===== src/common/bscan_pkg.sv =====
// Purpose: constants and types for the boundary scan data path
// Assumes: one 100 MHz clock samples every test port pin
// Notes: Operation list below, one line per behaviour
//
// Operation
// bypass, chain, ident registers share serial path
// chain selected for external test or sample
// external test drives held latches onto pins
// controller preloads cells before external test
// every cell has a falling-edge latch stage
// input cells only sample, never drive
// enable cells built like output cells
// bidirectional pin uses enable plus capture cell
// capture core data when enabled, not external
// capture pad data when disabled or external
// observe inputs, control outputs, both bidirectional
// outside external test, core values pass through
// sample mode/input on rise, output on fall
// serial output driven only while shifting
// opcodes 000000 external test, 000001 sample
// bypass bit loads zero at data capture
package bscan_pkg;

  // instruction register
  localparam int        IR_W        = 6;
  localparam logic [5:0] OP_EXTEST  = 6'h00;
  localparam logic [5:0] OP_SAMPLE  = 6'h01;
  localparam logic [5:0] OP_IDCODE  = 6'h02;
  localparam logic [5:0] IR_CAPTURE = 6'h2d;  // low bits 01 by standard
  localparam logic [5:0] IR_RESET   = OP_IDCODE;

  // pin counts of the scanned ring
  localparam int N_IN   = 4;
  localparam int N_OUT  = 4;
  localparam int N_BIDI = 2;
  localparam int CHAIN_W = N_IN + N_OUT + 2 * N_BIDI;
  localparam int OUT_BASE  = N_IN;
  localparam int BIDI_BASE = N_IN + N_OUT;

  // identification word, value arbitrary, lsb fixed at one
  localparam logic [31:0] IDCODE_VAL = 32'h0000_0001;
  localparam logic        BYPASS_CAP = 1'h0;

  // test port pins as one group
  typedef struct packed {
    logic tck;
    logic tms;
    logic tdi;
    logic trst_n;
  } tap_pins_type;

  // sixteen controller states
  typedef enum logic [3:0] {
    TLR, RTI, SEL_DR, CAP_DR, SH_DR, EX1_DR, PA_DR, EX2_DR, UPD_DR,
    SEL_IR, CAP_IR, SH_IR, EX1_IR, PA_IR, EX2_IR, UPD_IR
  } tap_state_type;

endpackage : bscan_pkg


===== src/logic/bscan_cell.sv =====
// Purpose: one boundary cell: capture/shift stage, falling latch, update
// Assumes: enables are one-cycle pulses on the reference clock
// Notes: HAS_UPD=0 builds a sample-only cell with no drive path
`timescale 1ns/1ns
module bscan_cell #(
  parameter bit HAS_UPD = 1'b1
) (
  // clock and reset
  input  wire logic i_ref_clk,
  input  wire logic i_rst,
  // test clock phase enables
  input  wire logic i_cap_en,
  input  wire logic i_shift_en,
  input  wire logic i_fall_en,
  input  wire logic i_upd_en,
  // data
  input  wire logic i_par,
  input  wire logic i_ser,
  output logic      o_ser,
  output logic      o_upd
);
  logic shift_ff;  // capture and shift stage, moves on test clock rise
  logic neg_ff;    // falling-edge copy, keeps skew away from the update

  // capture or shift on rising test clock
  always_ff @(posedge i_ref_clk or posedge i_rst) begin
    if (i_rst) shift_ff <= 1'b0;
    else if (i_cap_en) shift_ff <= i_par;
    else if (i_shift_en) shift_ff <= i_ser;
  end

  // falling-edge latch stage
  always_ff @(posedge i_ref_clk or posedge i_rst) begin
    if (i_rst) neg_ff <= 1'b0;
    else if (i_fall_en) neg_ff <= shift_ff;
  end

  assign o_ser = shift_ff;

  generate
    if (HAS_UPD) begin : g_upd
      logic upd_ff;  // held value for driving during external test
      always_ff @(posedge i_ref_clk or posedge i_rst) begin
        if (i_rst) upd_ff <= 1'b0;
        else if (i_upd_en) upd_ff <= neg_ff;
      end
      assign o_upd = upd_ff;
    end else begin : g_obs
      // sample-only cell drives nothing
      assign o_upd = 1'b0;
    end
  endgenerate
endmodule : bscan_cell


===== src/logic/bscan_path.sv =====
// Purpose: test port controller and data registers with boundary ring
// Assumes: test clock is far slower than the reference clock
// Notes: pin outputs lag their cause by one reference clock
`timescale 1ns/1ns
module bscan_path (
  // clock and reset
  input  wire logic                           i_ref_clk,
  input  wire logic                           i_rst,
  // test port pins
  input  wire bscan_pkg::tap_pins_type        i_tap,
  output logic                                o_tdo,
  output logic                                o_tdo_oe,
  // input-only pins
  input  wire logic [bscan_pkg::N_IN-1:0]     i_pin_in,
  // output pins
  input  wire logic [bscan_pkg::N_OUT-1:0]    i_core_out,
  output logic      [bscan_pkg::N_OUT-1:0]    o_pin_out,
  // bidirectional pins
  input  wire logic [bscan_pkg::N_BIDI-1:0]   i_core_bd,
  input  wire logic [bscan_pkg::N_BIDI-1:0]   i_core_bd_oe,
  input  wire logic [bscan_pkg::N_BIDI-1:0]   i_pad_bd,
  output logic      [bscan_pkg::N_BIDI-1:0]   o_pad_bd,
  output logic      [bscan_pkg::N_BIDI-1:0]   o_pad_bd_oe
);
  localparam int NI = bscan_pkg::N_IN;
  localparam int NO = bscan_pkg::N_OUT;
  localparam int NB = bscan_pkg::N_BIDI;
  localparam int CW = bscan_pkg::CHAIN_W;

  // two-stage synchronisers for all pins
  bscan_pkg::tap_pins_type tap_s1_ff, tap_s2_ff;
  logic                    tck_d_ff;     // previous synced test clock
  logic [NI-1:0]           in_s1_ff, in_s2_ff;
  logic [NB-1:0]           bd_s1_ff, bd_s2_ff;

  always_ff @(posedge i_ref_clk or posedge i_rst) begin
    if (i_rst) begin
      tap_s1_ff <= '0;
      tap_s2_ff <= '0;
      tck_d_ff  <= 1'b0;
      in_s1_ff  <= '0;
      in_s2_ff  <= '0;
      bd_s1_ff  <= '0;
      bd_s2_ff  <= '0;
    end else begin
      tap_s1_ff <= i_tap;
      tap_s2_ff <= tap_s1_ff;
      tck_d_ff  <= tap_s2_ff.tck;
      in_s1_ff  <= i_pin_in;
      in_s2_ff  <= in_s1_ff;
      bd_s1_ff  <= i_pad_bd;
      bd_s2_ff  <= bd_s1_ff;
    end
  end

  // test clock edges as one-cycle enables
  wire tck_rise = tap_s2_ff.tck & ~tck_d_ff;
  wire tck_fall = ~tap_s2_ff.tck & tck_d_ff;

  // controller state
  bscan_pkg::tap_state_type state_ff, nxt_state;

  always_comb begin
    nxt_state = state_ff;
    case (state_ff)
      bscan_pkg::TLR:    nxt_state = tap_s2_ff.tms ? bscan_pkg::TLR
                                                   : bscan_pkg::RTI;
      bscan_pkg::RTI:    nxt_state = tap_s2_ff.tms ? bscan_pkg::SEL_DR
                                                   : bscan_pkg::RTI;
      bscan_pkg::SEL_DR: nxt_state = tap_s2_ff.tms ? bscan_pkg::SEL_IR
                                                   : bscan_pkg::CAP_DR;
      bscan_pkg::CAP_DR: nxt_state = tap_s2_ff.tms ? bscan_pkg::EX1_DR
                                                   : bscan_pkg::SH_DR;
      bscan_pkg::SH_DR:  nxt_state = tap_s2_ff.tms ? bscan_pkg::EX1_DR
                                                   : bscan_pkg::SH_DR;
      bscan_pkg::EX1_DR: nxt_state = tap_s2_ff.tms ? bscan_pkg::UPD_DR
                                                   : bscan_pkg::PA_DR;
      bscan_pkg::PA_DR:  nxt_state = tap_s2_ff.tms ? bscan_pkg::EX2_DR
                                                   : bscan_pkg::PA_DR;
      bscan_pkg::EX2_DR: nxt_state = tap_s2_ff.tms ? bscan_pkg::UPD_DR
                                                   : bscan_pkg::SH_DR;
      bscan_pkg::UPD_DR: nxt_state = tap_s2_ff.tms ? bscan_pkg::SEL_DR
                                                   : bscan_pkg::RTI;
      bscan_pkg::SEL_IR: nxt_state = tap_s2_ff.tms ? bscan_pkg::TLR
                                                   : bscan_pkg::CAP_IR;
      bscan_pkg::CAP_IR: nxt_state = tap_s2_ff.tms ? bscan_pkg::EX1_IR
                                                   : bscan_pkg::SH_IR;
      bscan_pkg::SH_IR:  nxt_state = tap_s2_ff.tms ? bscan_pkg::EX1_IR
                                                   : bscan_pkg::SH_IR;
      bscan_pkg::EX1_IR: nxt_state = tap_s2_ff.tms ? bscan_pkg::UPD_IR
                                                   : bscan_pkg::PA_IR;
      bscan_pkg::PA_IR:  nxt_state = tap_s2_ff.tms ? bscan_pkg::EX2_IR
                                                   : bscan_pkg::PA_IR;
      bscan_pkg::EX2_IR: nxt_state = tap_s2_ff.tms ? bscan_pkg::UPD_IR
                                                   : bscan_pkg::SH_IR;
      bscan_pkg::UPD_IR: nxt_state = tap_s2_ff.tms ? bscan_pkg::SEL_DR
                                                   : bscan_pkg::RTI;
      default:           nxt_state = bscan_pkg::TLR;
    endcase
  end

  // state moves on the sampled rise, test reset pin forces reset state
  always_ff @(posedge i_ref_clk or posedge i_rst) begin
    if (i_rst) state_ff <= bscan_pkg::TLR;
    else if (!tap_s2_ff.trst_n) state_ff <= bscan_pkg::TLR;
    else if (tck_rise) state_ff <= nxt_state;
  end

  // state decodes, all but in_tlr and shifting gated by the rise
  wire in_tlr  = (state_ff == bscan_pkg::TLR);
  wire cap_dr  = tck_rise & (state_ff == bscan_pkg::CAP_DR);
  wire sh_dr   = tck_rise & (state_ff == bscan_pkg::SH_DR);
  wire upd_dr  = tck_rise & (state_ff == bscan_pkg::UPD_DR);
  wire cap_ir  = tck_rise & (state_ff == bscan_pkg::CAP_IR);
  wire sh_ir   = tck_rise & (state_ff == bscan_pkg::SH_IR);
  wire upd_ir  = tck_rise & (state_ff == bscan_pkg::UPD_IR);
  wire shifting = (state_ff == bscan_pkg::SH_DR) |
                  (state_ff == bscan_pkg::SH_IR);

  // instruction shift stage and current instruction
  logic [5:0] ir_sh_ff;  // shifted in, not yet in force
  logic [5:0] ir_ff;     // current instruction

  always_ff @(posedge i_ref_clk or posedge i_rst) begin
    if (i_rst) begin
      ir_sh_ff <= bscan_pkg::IR_RESET;
      ir_ff    <= bscan_pkg::IR_RESET;
    end else if (in_tlr) begin
      ir_sh_ff <= bscan_pkg::IR_RESET;
      ir_ff    <= bscan_pkg::IR_RESET;
    end else begin
      if (cap_ir) ir_sh_ff <= bscan_pkg::IR_CAPTURE;
      else if (sh_ir) ir_sh_ff <= {tap_s2_ff.tdi, ir_sh_ff[5:1]};
      if (upd_ir) ir_ff <= ir_sh_ff;
    end
  end

  // instruction decode; anything unlisted selects bypass
  wire op_extest = (ir_ff == bscan_pkg::OP_EXTEST);
  wire op_sample = (ir_ff == bscan_pkg::OP_SAMPLE);
  wire op_ident  = (ir_ff == bscan_pkg::OP_IDCODE);
  wire sel_chain = op_extest | op_sample;

  // bypass and identification registers
  logic        bypass_ff;
  logic [31:0] id_ff;

  always_ff @(posedge i_ref_clk or posedge i_rst) begin
    if (i_rst) begin
      bypass_ff <= 1'b0;
      id_ff     <= bscan_pkg::IDCODE_VAL;
    end else begin
      if (cap_dr) bypass_ff <= bscan_pkg::BYPASS_CAP;
      else if (sh_dr) bypass_ff <= tap_s2_ff.tdi;
      if (cap_dr) id_ff <= bscan_pkg::IDCODE_VAL;
      else if (sh_dr && op_ident) id_ff <= {tap_s2_ff.tdi, id_ff[31:1]};
    end
  end

  // boundary ring: capture values, serial links and update outputs
  logic [CW-1:0] cell_par;
  logic [CW-1:0] cell_ser;
  logic [CW-1:0] cell_upd;
  wire  [CW:0]   chain_in = {tap_s2_ff.tdi, cell_ser};  // tdi enters top

  // capture choice of each bidirectional capture cell
  wire [NB-1:0] bd_cap_val;

  genvar g;
  generate
    for (g = 0; g < CW; g++) begin : g_cell
      localparam bit DRV = (g >= bscan_pkg::OUT_BASE);
      bscan_cell #(.HAS_UPD(DRV)) u_cell (
        .i_ref_clk  (i_ref_clk),
        .i_rst      (i_rst),
        .i_cap_en   (cap_dr & sel_chain),
        .i_shift_en (sh_dr & sel_chain),
        .i_fall_en  (tck_fall),
        .i_upd_en   (upd_dr & sel_chain),
        .i_par      (cell_par[g]),
        .i_ser      (chain_in[g+1]),
        .o_ser      (cell_ser[g]),
        .o_upd      (cell_upd[g])
      );
    end
    for (g = 0; g < NI; g++) begin : g_in
      assign cell_par[g] = in_s2_ff[g];
    end
    for (g = 0; g < NO; g++) begin : g_out
      assign cell_par[bscan_pkg::OUT_BASE+g] = i_core_out[g];
    end
    for (g = 0; g < NB; g++) begin : g_bd
      // enable cell is an output-style cell, capture cell picks source
      assign bd_cap_val[g] = (i_core_bd_oe[g] & ~op_extest)
                             ? i_core_bd[g] : bd_s2_ff[g];
      assign cell_par[bscan_pkg::BIDI_BASE+2*g]   = i_core_bd_oe[g];
      assign cell_par[bscan_pkg::BIDI_BASE+2*g+1] = bd_cap_val[g];
    end
  endgenerate

  // serial output source: only the selected register reaches tdo
  wire dr_ser  = sel_chain ? cell_ser[0] :
                 op_ident  ? id_ff[0] : bypass_ff;
  wire tdo_src = (state_ff == bscan_pkg::SH_IR) ? ir_sh_ff[0] : dr_ser;

  // serial output changes only on the falling test clock
  always_ff @(posedge i_ref_clk or posedge i_rst) begin
    if (i_rst) begin
      o_tdo    <= 1'b0;
      o_tdo_oe <= 1'b0;
    end else if (tck_fall) begin
      o_tdo    <= tdo_src;
      o_tdo_oe <= shifting;
    end
  end

  // held values go to pins as soon as external test is in force
  wire [NO-1:0] out_upd = cell_upd[bscan_pkg::OUT_BASE +: NO];
  logic [NB-1:0] bd_upd_oe, bd_upd_d;
  always_comb begin
    for (int i = 0; i < NB; i++) begin
      bd_upd_oe[i] = cell_upd[bscan_pkg::BIDI_BASE+2*i];
      bd_upd_d[i]  = cell_upd[bscan_pkg::BIDI_BASE+2*i+1];
    end
  end

  // pin drive register; one clock of latency keeps outputs glitch free
  always_ff @(posedge i_ref_clk or posedge i_rst) begin
    if (i_rst) begin
      o_pin_out   <= '0;
      o_pad_bd    <= '0;
      o_pad_bd_oe <= '0;
    end else if (op_extest) begin
      o_pin_out   <= out_upd;
      o_pad_bd    <= bd_upd_d;
      o_pad_bd_oe <= bd_upd_oe;
    end else begin
      o_pin_out   <= i_core_out;
      o_pad_bd    <= i_core_bd;
      o_pad_bd_oe <= i_core_bd_oe;
    end
  end
endmodule : bscan_path


===== config.mk =====
export PLATFORM = sky130hd
export DESIGN_NAME = bscan_path
export DESIGN_NICKNAME = d
export VERILOG_FILES = /design/src/common/bscan_pkg.sv /design/src/logic/bscan_cell.sv /design/src/logic/bscan_path.sv
export SDC_FILE = /design/constraint.sdc
export NUM_CORES = 1
export LEC_CHECK = 0
export ABC_AREA = 0
export BUFFER_PORTS_ARGS = -buffer_cell sky130_fd_sc_hd__buf_2
export CAP_MARGIN = 10
export CORE_MARGIN = 2
export CORE_UTILIZATION = 50
export DETAILED_ROUTE_END_ITERATION = 12
export PLACE_DENSITY = 0.81
export SKIP_LAST_GASP = 1
export SLEW_MARGIN = 40
export SYNTH_ARGS = -nofsm -noshare
export SYNTH_HDL_FRONTEND = slang
export SYNTH_SLANG_ARGS = --single-unit

===== constraint.sdc =====
create_clock -name i_ref_clk -period 2.9 [get_ports i_ref_clk]
set_input_delay 0.145 -clock i_ref_clk [delete_from_list [all_inputs] [get_ports i_ref_clk]]
set_output_delay 0.145 -clock i_ref_clk [all_outputs]
set_load 0.005 [all_outputs]

# == Word level (Yosys, flattened, before mapping) ==
# Cells that the tools add are included.
# word_totals
ff_bits,108
latch_bits,0
ramBits,0
romBits,0
inputBits,20
out_inout_bits,10
wordCells,154
memories,0
# op_classes
addsub,0
multipliers,0
n_div,0
n_lt_le_gt_ge,0
eq_ne,18
shift,0
muxes,56
n_bitwise,18
reduce_logical,11
# ops
op,n
32-bit two-way mux,2
4-bit case mux with 12 select lines,1
1-bit two-way mux,34
4-bit == test (second input constant),8
6-bit two-way mux,5
4-bit two-way mux,7
4-bit by 3-bit == test with 1-bit output (second input constant),4
1-bit AND,13
2-bit two-way mux,5
4-bit by 2-bit == test with 1-bit output (second input constant),2
2-bit nonzero test,4
6-bit by 1-bit == test with 1-bit output (second input constant),1
6-bit by 2-bit == test with 1-bit output (second input constant),1
6-bit zero test,1
3-bit two-way mux,2
4-bit by 1-bit == test with 1-bit output (second input constant),1
4-bit zero test,1
2-bit OR reduction,2
1-bit NOT,3
3-bit nonzero test,1
3-bit OR reduction,1
2-bit by 1-bit inequality test with 1-bit output (second input constant),1
1-bit bitwise OR,2
1-bit logical AND,1

# == Longest topological paths before layout ==
# Gate-level depths: netlist of the first run.
# logic_depth
depth_word,6
mapped_depth,7
mapped_depth_nobuf,4

# == Hierarchy ==
# Synthesis of the first run repeated with hierarchy kept, for this count alone.
# unflattened
cells_unflattened,421
hier_area_um2,4530.6
# modules_own_cells
mod,n_inst,cells_per_inst,area_per_inst_um2,seq_area_each_um2
bscan_path,1,321,3304.4,2005.7
bscan_cell (g_cell[10].u_cell ...),8,9,123.9,75.1
bscan_cell (g_cell[0].u_cell ...),4,7,58.8,25.0

# == Worst setup path before layout of the first run ==
# Ideal clock, no wire load.
# synth_path
path_type,register to register
start,reg state_ff[3]
end,reg id_ff[10]
setup_time_ns,0.079
arrival_ns,1.784
required_time_ns,2.821
path_slack_ns,1.037
stages_incl_launch_ff,8
n_path_buf,3
period_less_slack_ns,1.863
cell_sequence,dfrtp_1 -> or3b_1 -> buf_2 -> or2_1 -> buf_6 -> o31ai_4 -> buf_12 -> mux2i_1
# synth_between
elab_chain_len,4
word_cells_on_any_way,7
classes_between,eq/ne: 2; mux: 1; bitwise: 2; reduce/logical: 2
# synth_lines
element,line_no,source
from (decl),bscan_path.sv:61,"bscan_pkg::tap_state_type state_ff, nxt_state;"
from (signal assigned),bscan_path.sv:104,if (i_rst) state_ff <= bscan_pkg::TLR;
from (signal assigned),bscan_path.sv:105,else if (!tap_s2_ff.trst_n) state_ff <= bscan_pkg::TLR;
from (signal assigned),bscan_path.sv:106,else if (tck_rise) state_ff <= nxt_state;
4-bit by 3-bit == test with 1-bit output,bscan_path.sv:112,wire sh_dr = tck_rise & (state_ff == bscan_pkg::SH_DR);
1-bit AND,bscan_path.sv:112,
1-bit logical AND,bscan_path.sv:156,"else if (sh_dr && op_ident) id_ff <= {tap_s2_ff.tdi, id_ff[31:1]};"
2-bit nonzero test (no line),--,
to (signal assigned),bscan_path.sv:151,id_ff <= bscan_pkg::IDCODE_VAL;
to (signal assigned),bscan_path.sv:155,if (cap_dr) id_ff <= bscan_pkg::IDCODE_VAL;
to (signal assigned),bscan_path.sv:156,
to (decl),bscan_path.sv:146,logic [31:0] id_ff;
# Several ways; a longest one is shown, not always the timed one.
# A chain may end at the register's enable or synchronous reset.

# == Worst setup path after layout of the first run ==
# layout_path
start,reg state_ff[3]
end,reg id_ff[0]
# The elaborated chain is that of the path after synthesis.

==> reports/results.md, run 1 <==
### Run status
• complete, no violations — run status

### Clock network
• 0.10 ns — clock input transition at the sequential cells of the worst setup and hold paths
• 108 — number of sinks on the clock net
• 3 — CTS H-tree lvls
• 2 — Clock Tree Buf Depth
• 9 — number of clock buffers inserted by TritonCTS
• 0 — Setup Fix Bufs, Post-CTS
• 0 — CTS resizes
• yes — clock tree from TritonCTS
• 0.37 ns — worst-skew pair later-pin latency
• sky130_fd_sc_hd__clkbuf_8 — root buffer cell
• 11 — Post-CTS Hold Buffers

### Final layout
• 5186 sq um — post-route cell area
• 748 — Filler cells
• 12.21% — layout overhead on the synthesized area
• 0 — antenna diode count
• 0.1828 — proportion of layout cells with a drive suffix above 1
• 458 — NumNets Final

### Logic synthesis
• 0.5685 — fraction of synthesized cell area taken by the top area cell type
• 0.5855 — register area share after synthesis
• 108 — Synth Register Bits
• sky130_fd_sc_hd__dfrtp_1 — library cell occupying the most area in the post-synthesis netlist
• 0 — count of warnings emitted by yosys
• 11.55 sq um — Avg Inst Size Synth
• sky130_fd_sc_hd__dfrtp_1 (105), sky130_fd_sc_hd__mux2i_1 (46), sky130_fd_sc_hd__nand2_1 (45), sky130_fd_sc_hd__inv_1 (38), sky130_fd_sc_hd__a21oi_1 (27) — top cells by instance count after synthesis
• 420 — syn nets
• 400 — synthesized instance count
• sky130_fd_sc_hd__dfrtp_1 — most common flop cell mapped by yosys
• 4622 sq um — combined area of all synthesized cells
• sky130_fd_sc_hd__dfrtp_1 — most frequent cell after synthesis
• 1.000 — proportion of register bits with asynchronous set or reset after synthesis
• sky130_fd_sc_hd__dfrtp_1 (57%), sky130_fd_sc_hd__mux2i_1 (10%), sky130_fd_sc_hd__mux2_2 (3.9%) — leading cell types by total area after synthesis
• 0 — number of enable-type register cells in the synthesized netlist
• 47 — number of unique standard cell types used by synthesis

### Timing
• 0 — final hold vios
• 0.02894 ns — Final Hold Slack
• 0 — setup violation total in the final timing report
• 0.5603 — worst-case headroom to the max-slew limit
• 0.6560 ns — actual slew at the worst max-slew pin
• 0 ns — Setup TNS Final
• 2.224 ns — final critical-path required period
• 449.7 MHz — maximum clock rate
• 0 — final number of max-transition violations
• 0.7668 — final period utilization
• 0.005370 ns — final clock skew
• no — RSZ-0062 raised after global routing
• 0.6762 ns — Worst Setup Slack, final

### Global routing
• 0 — overflow left after global routing
• 0.1767 — total routing resource utilization after global routing
• 13920 um — wire length of the first global-routing pass
• 109 — maximum number of pins on one net before global-route repair
• 0 — antenna violations before repair
• 2939 — number of global-route vias before repair

### Detailed routing
• 14.48 um — wire per inst
• 0 — final antenna-violating net count
• 2912 — vias
• 210 — violation count after the first detailed-routing iteration
• 8023 um — wire length after detailed routing
• 5.256 — vias per std cell
• 0 — total DRC errors in the routed layout
• 4 — DRT Pass-1 Iters

### Critical path
• register — Crit. End Element
• register to register — Critical Setup Path Class
• register — startpoint class of the critical path
• 32 — Max Fanout on Critical Path
• 3.21 ns — worst endpoint required time
• 2.53 ns — Arr. time, crit path

### Place
• 4845 sq um — Cell Area, Placed
• 0.8050 — final weighted congestion in routability-driven placement
• 29 — count of input and output buffers
• 0.6882 ns — post-placement setup slack
• 5129 um — detailed-placement wirelength estimate

### Power and ir drop
• 2.259 nW — leakage power of the design
• 0.002694 W — total chip power
• 519.4 nW/um^2 — Pwr Density
• 0.3881 mV — worst vdd ir

### Run
• 0 — Max Cap Viol

### Die
• 30 — total I/O pin count
• 10030 sq um — full die area
• 35 — number of rows in the core area
• 9109 sq um — placeable core area
• 0.5074 — effective utilization at floorplan
• 100.1 um — Chip Height
• 100.1 um — Die W

### Min path
• input pin to register — class of the tightest hold or removal check

-- logic make-up (layout without fill, tap and decap cells) --
logic type | after synthesis | after routing | share of synthesized area
DFF | 108 | 108 | 0.5855
and+or+nand+nor | 104 | 104 | 0.1099
muxes | 71 | 71 | 0.1613
buffers and inverters | 59 | 102 | 0.06335
AOI/OAI and AO/OA | 57 | 57 | 0.07797
xor gates and xnor gates | 1 | 1 | 0.001895
-- worst paths after layout --
path                          startpoint            to  slack, ns  cells past startpoint
max                          state_ff[3]      id_ff[0]       0.68                      5
min in group asynchronous          i_rst   state_ff[2]       0.44                      4
max reg2reg                  state_ff[3]      id_ff[0]       0.68                      5
min reg2reg                  in_s1_ff[2]   in_s2_ff[2]       0.36                      0
min                        i_core_out[1]  o_pin_out[1]       0.03                      2
max in group asynchronous          i_rst      id_ff[0]       2.01                      4
-- where the power goes --
part	internal (W)	total (W)	switching, W
sequential	0.00153	0.00155	0.0000158
combinational	0.0000463	0.000114	0.0000674
clock	0.000519	0.00103	0.000515
total	0.00210	0.00269	0.000599
-- metal layers --
layer	vias up	wire, um	GRT usage
li1	1417	-	-
met2	53	3927	0.2803
met5	-	0	0
met4	0	148	0.06322
met1	1428	3686	0.2339
met3	14	261	0.05084
-- flip-flops by register name, summed over array words and instances (netlist names), 6 cells and up --
| name | cells |
|---|---|
| id_ff | 32 |
| g_cell.u_cell.o_ser | 12 |
| g_cell.u_cell.neg_ff | 8 |
| g_cell.u_cell.o_upd | 8 |
| ir_ff | 6 |
| ir_sh_ff | 6 |
-- cell type report --
cell class,count,area (sq um),share of cell area
clock buffers,10,137.6,0.02654
clock inverters,6,93.84,0.01809
multi-input cells,233,1623,0.3129
inverters,38,146.4,0.02823
well taps,111,138.9,0.02678
repair buffers,48,340.3,0.06562
flip-flops and latches,108,2706,0.5218
-- through the flow --
step | std cells | utilization
after floorplan | 400 | -
after global placement | 527 | 0.5319
after detailed placement | 527 | 0.5319
after CTS | 554 | 0.5694
after global routing | 554 | 0.5694
final | 554 | 0.5694
-- critical path, cell delays in order (launching register included) --
cell and delay [ns]:
sky130_fd_sc_hd__dfrtp_1 0.54, sky130_fd_sc_hd__or3b_1 0.58, sky130_fd_sc_hd__or2_1 0.35, sky130_fd_sc_hd__o31ai_4 0.09, sky130_fd_sc_hd__buf_12 0.28, sky130_fd_sc_hd__mux2_4 0.32
-- layout by cell type, fill, tap and decap left out, types with 4 or more instances in the layout --
cell,netlist,final
sky130_fd_sc_hd__a21oi_1,27,27
sky130_fd_sc_hd__a31oi_1,4,4
sky130_fd_sc_hd__buf_2,3,29
sky130_fd_sc_hd__buf_4,1,6
sky130_fd_sc_hd__clkbuf_8,0,10
sky130_fd_sc_hd__dfrtp_1,105,105
sky130_fd_sc_hd__dlygate4sd3_1,0,11
sky130_fd_sc_hd__inv_1,38,37
sky130_fd_sc_hd__mux2_1,8,8
sky130_fd_sc_hd__mux2_2,16,16
sky130_fd_sc_hd__mux2i_1,46,46
sky130_fd_sc_hd__nand2_1,45,45
sky130_fd_sc_hd__nand2b_1,7,7
sky130_fd_sc_hd__nand3_1,5,5
sky130_fd_sc_hd__nor2_1,22,22
sky130_fd_sc_hd__nor2b_1,6,6
sky130_fd_sc_hd__o21ai_0,10,10
Power figures use the tool's default switching activity.
==> run 2: changes to the inputs <==
==> constraint.sdc (replaced) <==
create_clock -name i_ref_clk -period 1.85 [get_ports i_ref_clk]
set_input_delay 0.0925 -clock i_ref_clk [delete_from_list [all_inputs] [get_ports i_ref_clk]]
set_output_delay 0.0925 -clock i_ref_clk [all_outputs]
set_load 0.005 [all_outputs]
==> run 2 against run 1 <==
Net effect:
- design area is 8.1% higher
- critical path depth is 1 lower
- combinational power is 94% higher
- hold slack worse by 0.0098 ns
- power is 54% higher
- clock skew is 0.0060 ns higher
- highest routed layer unchanged
- the run now ends with setup timing left
- largest cell class unchanged
- first-iteration DRC count is 16% higher
- non-clock buffer count is 32 higher
- routed wire length is 27% higher
- sequential share of layout area is 3.9 points lower
==> reports/results.md, run 2 (same netlist as run 1, synthesis figures left out) <==
### Place
• -0.03689 ns — post-placement setup slack
• 5888 um — detailed-placement wirelength estimate
• 542 — cell total after placement
• 5007 sq um — Cell Area, Placed
• 29 — count of input and output buffers
• 0.8454 — final weighted congestion in routability-driven placement

### Detailed routing
• 3230 — vias
• 4 — DRT Pass-1 Iters
• 0 — total DRC errors in the routed layout
• 243 — violation count after the first detailed-routing iteration
• 10200 um — wire length after detailed routing
• 17.41 um — wire per inst
• 5.512 — vias per std cell
• 0 — final antenna-violating net count

### Clock network
• 108 — number of sinks on the clock net
• 9 — number of clock buffers inserted by TritonCTS
• 0.38 ns — worst-skew pair later-pin latency
• 0.11 ns — clock input transition at the sequential cells of the worst setup and hold paths
• sky130_fd_sc_hd__clkbuf_8 — root buffer cell
• 2 — Clock Tree Buf Depth
• yes — clock tree from TritonCTS
• 3 — CTS H-tree lvls

### Final layout
• 32 — flip-flop count of the largest register after layout
• 2706 sq um — combined flip-flop and latch cell area
• 5607 sq um — post-route cell area
• 0.2463 — proportion of layout cells with a drive suffix above 1
• 653 — Filler cells
• sky130_fd_sc_hd__dfrtp_1 — commonest non-fill, non-tap cell in the layout
• 586 — post-route non-filler standard cell count
• sky130_fd_sc_hd__dfrtp_1 (105), sky130_fd_sc_hd__nand2_1 (45), sky130_fd_sc_hd__mux2i_1 (45) — commonest cells after routing, fill and taps aside
• 0 — antenna diode count
• 21.30% — layout overhead on the synthesized area
• 490 — NumNets Final
• 1682 sq um — multi-input combinational cell area
• id_ff — largest register by flop count

### Critical path
• 4 — Max Fanout on Critical Path
• -0.19 ns — reg2reg setup slack
• register — startpoint class of the critical path
• register — Crit. End Element
• 2.13 ns — worst endpoint required time
• register to register — Critical Setup Path Class
• 2.32 ns — Arr. time, crit path

### Global routing
• met2 — GRT Max-Usage Layer
• 0.2477 — GR Util met1
• 0 — antenna violations before repair
• 44 — maximum number of pins on one net before global-route repair
• 15370 um — wire length of the first global-routing pass
• 0.1978 — total routing resource utilization after global routing
• 0 — overflow left after global routing
• 0.3314 — met2 layer usage reported by global route
• 0.05362 — global-route track usage on met3
• 3160 — number of global-route vias before repair

### Die
• 30 — total I/O pin count
• 0.5074 — effective utilization at floorplan
• 35 — number of rows in the core area
• 9109 sq um — placeable core area
• 100.1 um — Die W
• 10030 sq um — full die area
• 100.1 um — Chip Height

### Timing
• 489.4 MHz — maximum clock rate
• 2.043 ns — final critical-path required period
• 0.01142 ns — final clock skew
• 0 — final hold vios
• -0.1931 ns — Worst Setup Slack, final
• yes — RSZ-0062 raised after global routing
• 0.5447 — worst-case headroom to the max-slew limit
• -3.018 ns — Setup TNS Final
• 0 — final number of max-transition violations
• 43 — setup violation total in the final timing report
• 1.104 — final period utilization
• 0.6830 ns — actual slew at the worst max-slew pin

### Run
• 0 — Max Cap Viol

### Power and ir drop
• 0.363 — clock network power share
• 2.456 nW — leakage power of the design
• 739.3 nW/um^2 — Pwr Density
• 0.5892 mV — worst vdd ir
• 0.003151 W — P_int
• 0.0009937 W — Net Sw Power
• 0.584 — register share of total power
• 0.2397 — switching share of power
• 0.053 — Logic pwr share

### Run status
• complete, but fails checks — run status
• setup timing — violations in the final reports

### Min path
• input pin to register — class of the tightest hold or removal check

==> run 2: path summary, 6_finish.rpt <==
kind | cells past startpoint | end | startpoint
worst max-delay path | 4 | g_cell[9].u_cell.o_ser | ir_ff[3]
worst min-delay path | 2 | o_pad_bd_oe[1] | i_core_bd_oe[1]
worst max register to register | 4 | g_cell[9].u_cell.o_ser | ir_ff[3]
worst min register to register | 0 | tap_s2_ff[0] | tap_s1_ff[0]
max in group asynchronous | 4 | ir_ff[1] | i_rst
min in group asynchronous | 3 | tap_s2_ff[2] | i_rst
==> run 2: area by class of cell <==
class | instances | share of cell area
inverter | 38 | 0.02611
sequential | 108 | 0.4827
clock buffer | 10 | 0.02276
tap | 111 | 0.02477
multi-input combinational | 233 | 0.2999
clock inverter | 6 | 0.01428
timing repair buffer | 80 | 0.1294
==> run 2: per-layer routing <==
metal	share of wire	wire length (um)
met5	0	0
met2	0.51	5215
met3	0.051	521
met1	0.40	4131
met4	0.033	332
==> run 2: power by group through the flow <==
stage               Clock (W)  Sequential, W  Combinational, W
finish                0.00150        0.00242          0.000221
global route          0.00164        0.00242          0.000244
CTS                   0.00153        0.00242          0.000220
detailed placement          0        0.00246          0.000191
global placement            0        0.00246          0.000186
floorplan                   0        0.00246          0.000101
==> run 2: through the flow <==
stage          power (W)  hold WS [ns]  utilization
3_3_place_gp    0.002647        0.1944       0.5497
6_report        0.004145       0.01913       0.6155
2_1_floorplan   0.002561        0.1239            -
3_5_place_dp    0.002654        0.1990       0.5497
4_1_cts         0.004166      0.005454       0.5948
5_1_grt         0.004306       0.01774       0.6155
==> run 2: critical path, stage by stage (launching register included) <==
cell,delay (ns)
sky130_fd_sc_hd__dfrtp_1,0.42
sky130_fd_sc_hd__or4_4,0.59
sky130_fd_sc_hd__a2111oi_4,0.40
sky130_fd_sc_hd__buf_4,0.24
sky130_fd_sc_hd__mux2_4,0.30
==> run 2: what timing repair did <==
item / in CTS / in global routing
cloned: 2 / 3
setup buffers: 1 / 6
pin swaps: 1 / 3
endpoints found under the hold margin: 35 / 0
hold buffers: 17 / 0
gates resized for setup: 5 / 19
endpoints found under the setup margin: 28 / 52
==> run 3: changes to the inputs <==
--- a/config.mk
+++ b/config.mk
@@ -16,4 +16,5 @@
 export SLEW_MARGIN = 40
 export SYNTH_ARGS = -nofsm -noshare
 export SYNTH_HDL_FRONTEND = slang
+export SYNTH_HIERARCHICAL = 1
 export SYNTH_SLANG_ARGS = --single-unit
==> run 3 against run 2 <==
Net effect:
- the flow now finishes without violations
- first-iteration DRC count shrank 49%
- via count shrank 5.1%
- non-clock buffer count shrank 11
- critical path depth grew 1
- clock power shrank 7%
- maximum frequency grew 14%
- flip-flop and latch count is the same
- power shrank 2.6%
- synthesized cell count grew 3.3%
==> reports/results.md, run 3 <==
### Final layout
• sky130_fd_sc_hd__dfrtp_1 — commonest non-fill, non-tap cell in the layout
• 0.6019 — final core utilization
• 491 — NumNets Final
• 32 — flip-flop count of the largest register after layout
• 670 — Filler cells
• 5249 sq um — post-route cell area
• 0.1975 — proportion of layout cells with a drive suffix above 1
• 584 — post-route non-filler standard cell count
• 0 — antenna diode count
• 17.02% — layout overhead on the synthesized area
• sky130_fd_sc_hd__dfrtp_1 (105), sky130_fd_sc_hd__nand2_1 (90), sky130_fd_sc_hd__a21oi_1 (40) — commonest cells after routing, fill and taps aside
• id_ff — largest register by flop count

### Timing
• 1.789 ns — final critical-path required period
• 0 — final hold vios
• 0.9673 — final period utilization
• no — RSZ-0062 raised after global routing
• 0 — final number of max-transition violations
• 0.5229 ns — actual slew at the worst max-slew pin
• 0.6482 — worst-case headroom to the max-slew limit
• 0.01100 ns — final clock skew
• 0 — setup violation total in the final timing report
• 558.8 MHz — maximum clock rate
• 0.06054 ns — Worst Setup Slack, final

### Logic synthesis
• 6 — count of warnings emitted by yosys
• 10.86 sq um — Avg Inst Size Synth
• 413 — synthesized instance count
• 4486 sq um — combined area of all synthesized cells
• 433 — syn nets

### Detailed routing
• 8248 um — wire length after detailed routing
• 0 — final antenna-violating net count
• 14.12 um — wire per inst
• 5.247 — vias per std cell
• 0 — total DRC errors in the routed layout
• 3064 — vias
• 123 — violation count after the first detailed-routing iteration
• 5 — DRT Pass-1 Iters

### Global routing
• 0.1845 — total routing resource utilization after global routing
• 14280 um — wire length of the first global-routing pass
• 52 — maximum number of pins on one net before global-route repair
• 0 — antenna violations before repair
• 0 — overflow left after global routing
• 3049 — number of global-route vias before repair

### Clock network
• 108 — number of sinks on the clock net
• 0 — Setup Fix Bufs, Post-CTS
• 3 — CTS H-tree lvls
• 2 — Clock Tree Buf Depth
• yes — clock tree from TritonCTS
• 9 — number of clock buffers inserted by TritonCTS
• 0.09 ns — clock input transition at the sequential cells of the worst setup and hold paths
• 0.37 ns — worst-skew pair later-pin latency
• sky130_fd_sc_hd__clkbuf_8 — root buffer cell

### Place
• 0.04159 ns — post-placement setup slack
• 4862 sq um — Cell Area, Placed
• 0.8298 — final weighted congestion in routability-driven placement
• 29 — count of input and output buffers
• 5448 um — detailed-placement wirelength estimate
• 549 — cell total after placement

### Die
• 0.5143 — effective utilization at floorplan
• 30 — total I/O pin count
• 9745 sq um — full die area
• 8721 sq um — placeable core area
• 34 — number of rows in the core area
• 98.72 um — Die W
• 98.72 um — Chip Height

### Critical path
• 2.11 ns — worst endpoint required time
• 2.05 ns — Arr. time, crit path
• register — Crit. End Element
• register to register — Critical Setup Path Class
• register — startpoint class of the critical path
• 8 — Max Fanout on Critical Path

### Power and ir drop
• 769.0 nW/um^2 — Pwr Density
• 2.252 nW — leakage power of the design
• 0.2257 — switching share of power
• 0.004037 W — total chip power
• 0.4594 mV — worst vdd ir
• 0.003125 W — P_int
• 0.599 — register share of total power
• 0.054 — Logic pwr share
• 0.0009112 W — Net Sw Power
• 0.346 — clock network power share

### Min path
• input pin to async pin — class of the tightest hold or removal check

### Run status
• complete, no violations — run status

### Run
• 0 — Max Cap Viol

## run 3: what timing repair did
action | in CTS | in global routing
gates resized for setup | 0 | 3
setup endpoints to repair | 0 | 8
hold endpoints to repair | 60 | 0
hold buffers | 19 | 0
## run 3: worst max-delay path, cell delays in order (launching register included)
cell and delay, ns:
sky130_fd_sc_hd__dfrtp_1 0.42, sky130_fd_sc_hd__nor4_4 0.34, sky130_fd_sc_hd__nand2b_2 0.17, sky130_fd_sc_hd__buf_4 0.17, sky130_fd_sc_hd__nor2_4 0.21, sky130_fd_sc_hd__mux2_2 0.37
## run 3: through the flow
stage               TNS, ns  hold WS [ns]
floorplan           -0.6305       -0.1788
global placement          0       0.07211
detailed placement        0       0.07891
CTS                       0        0.2220
global route              0        0.2667
finish                    0        0.2544
## run 3: area by class of cell
type | count | area [sq um] | area share
flip-flops and latches | 108 | 2706 | 0.5156
clock inverters | 5 | 62.56 | 0.01192
multi-input cells | 261 | 1584 | 0.3018
inverters | 22 | 86.33 | 0.01645
well taps | 108 | 135.1 | 0.02575
repair buffers | 69 | 543.0 | 0.1035
clock buffers | 11 | 131.4 | 0.02503
## run 3: power groups by stage
stage / Clock (W) / Sequential, W / Combinational (W)
2_1_floorplan: 0 / 0.00246 / 0.000116
3_3_place_gp: 0 / 0.00246 / 0.000184
3_5_place_dp: 0 / 0.00247 / 0.000191
4_1_cts: 0.00144 / 0.00242 / 0.000222
5_1_grt: 0.00152 / 0.00242 / 0.000249
6_report: 0.00140 / 0.00242 / 0.000219
## run 3: routing by layer
| metal | GRT usage | wire length [um] | vias up |
|---|---|---|---|
| met2 | 0.3082 | 4056 | 49 |
| met3 | 0.04043 | 283 | 13 |
| met1 | 0.2398 | 3777 | 1500 |
| met5 | 0 | 0 | - |
| met4 | 0.06533 | 130 | 0 |
| li1 | - | - | 1502 |
## run 3: path summary, 6_finish.rpt
kind                                  start                      to  slack (ns)  cells after the start
worst max-delay path               ir_ff[5]             o_pad_bd[0]        0.06                      5
worst min-delay path                  i_rst  g_cell[3].u_cell/o_ser        0.25                      3
worst max register to register     ir_ff[5]             o_pad_bd[0]        0.06                      5
worst min register to register  bd_s1_ff[1]             bd_s2_ff[1]        0.36                      0
max in group asynchronous             i_rst                ir_ff[1]        0.85                      4
min in group i_ref_clk          bd_s1_ff[1]             bd_s2_ff[1]        0.36                      0
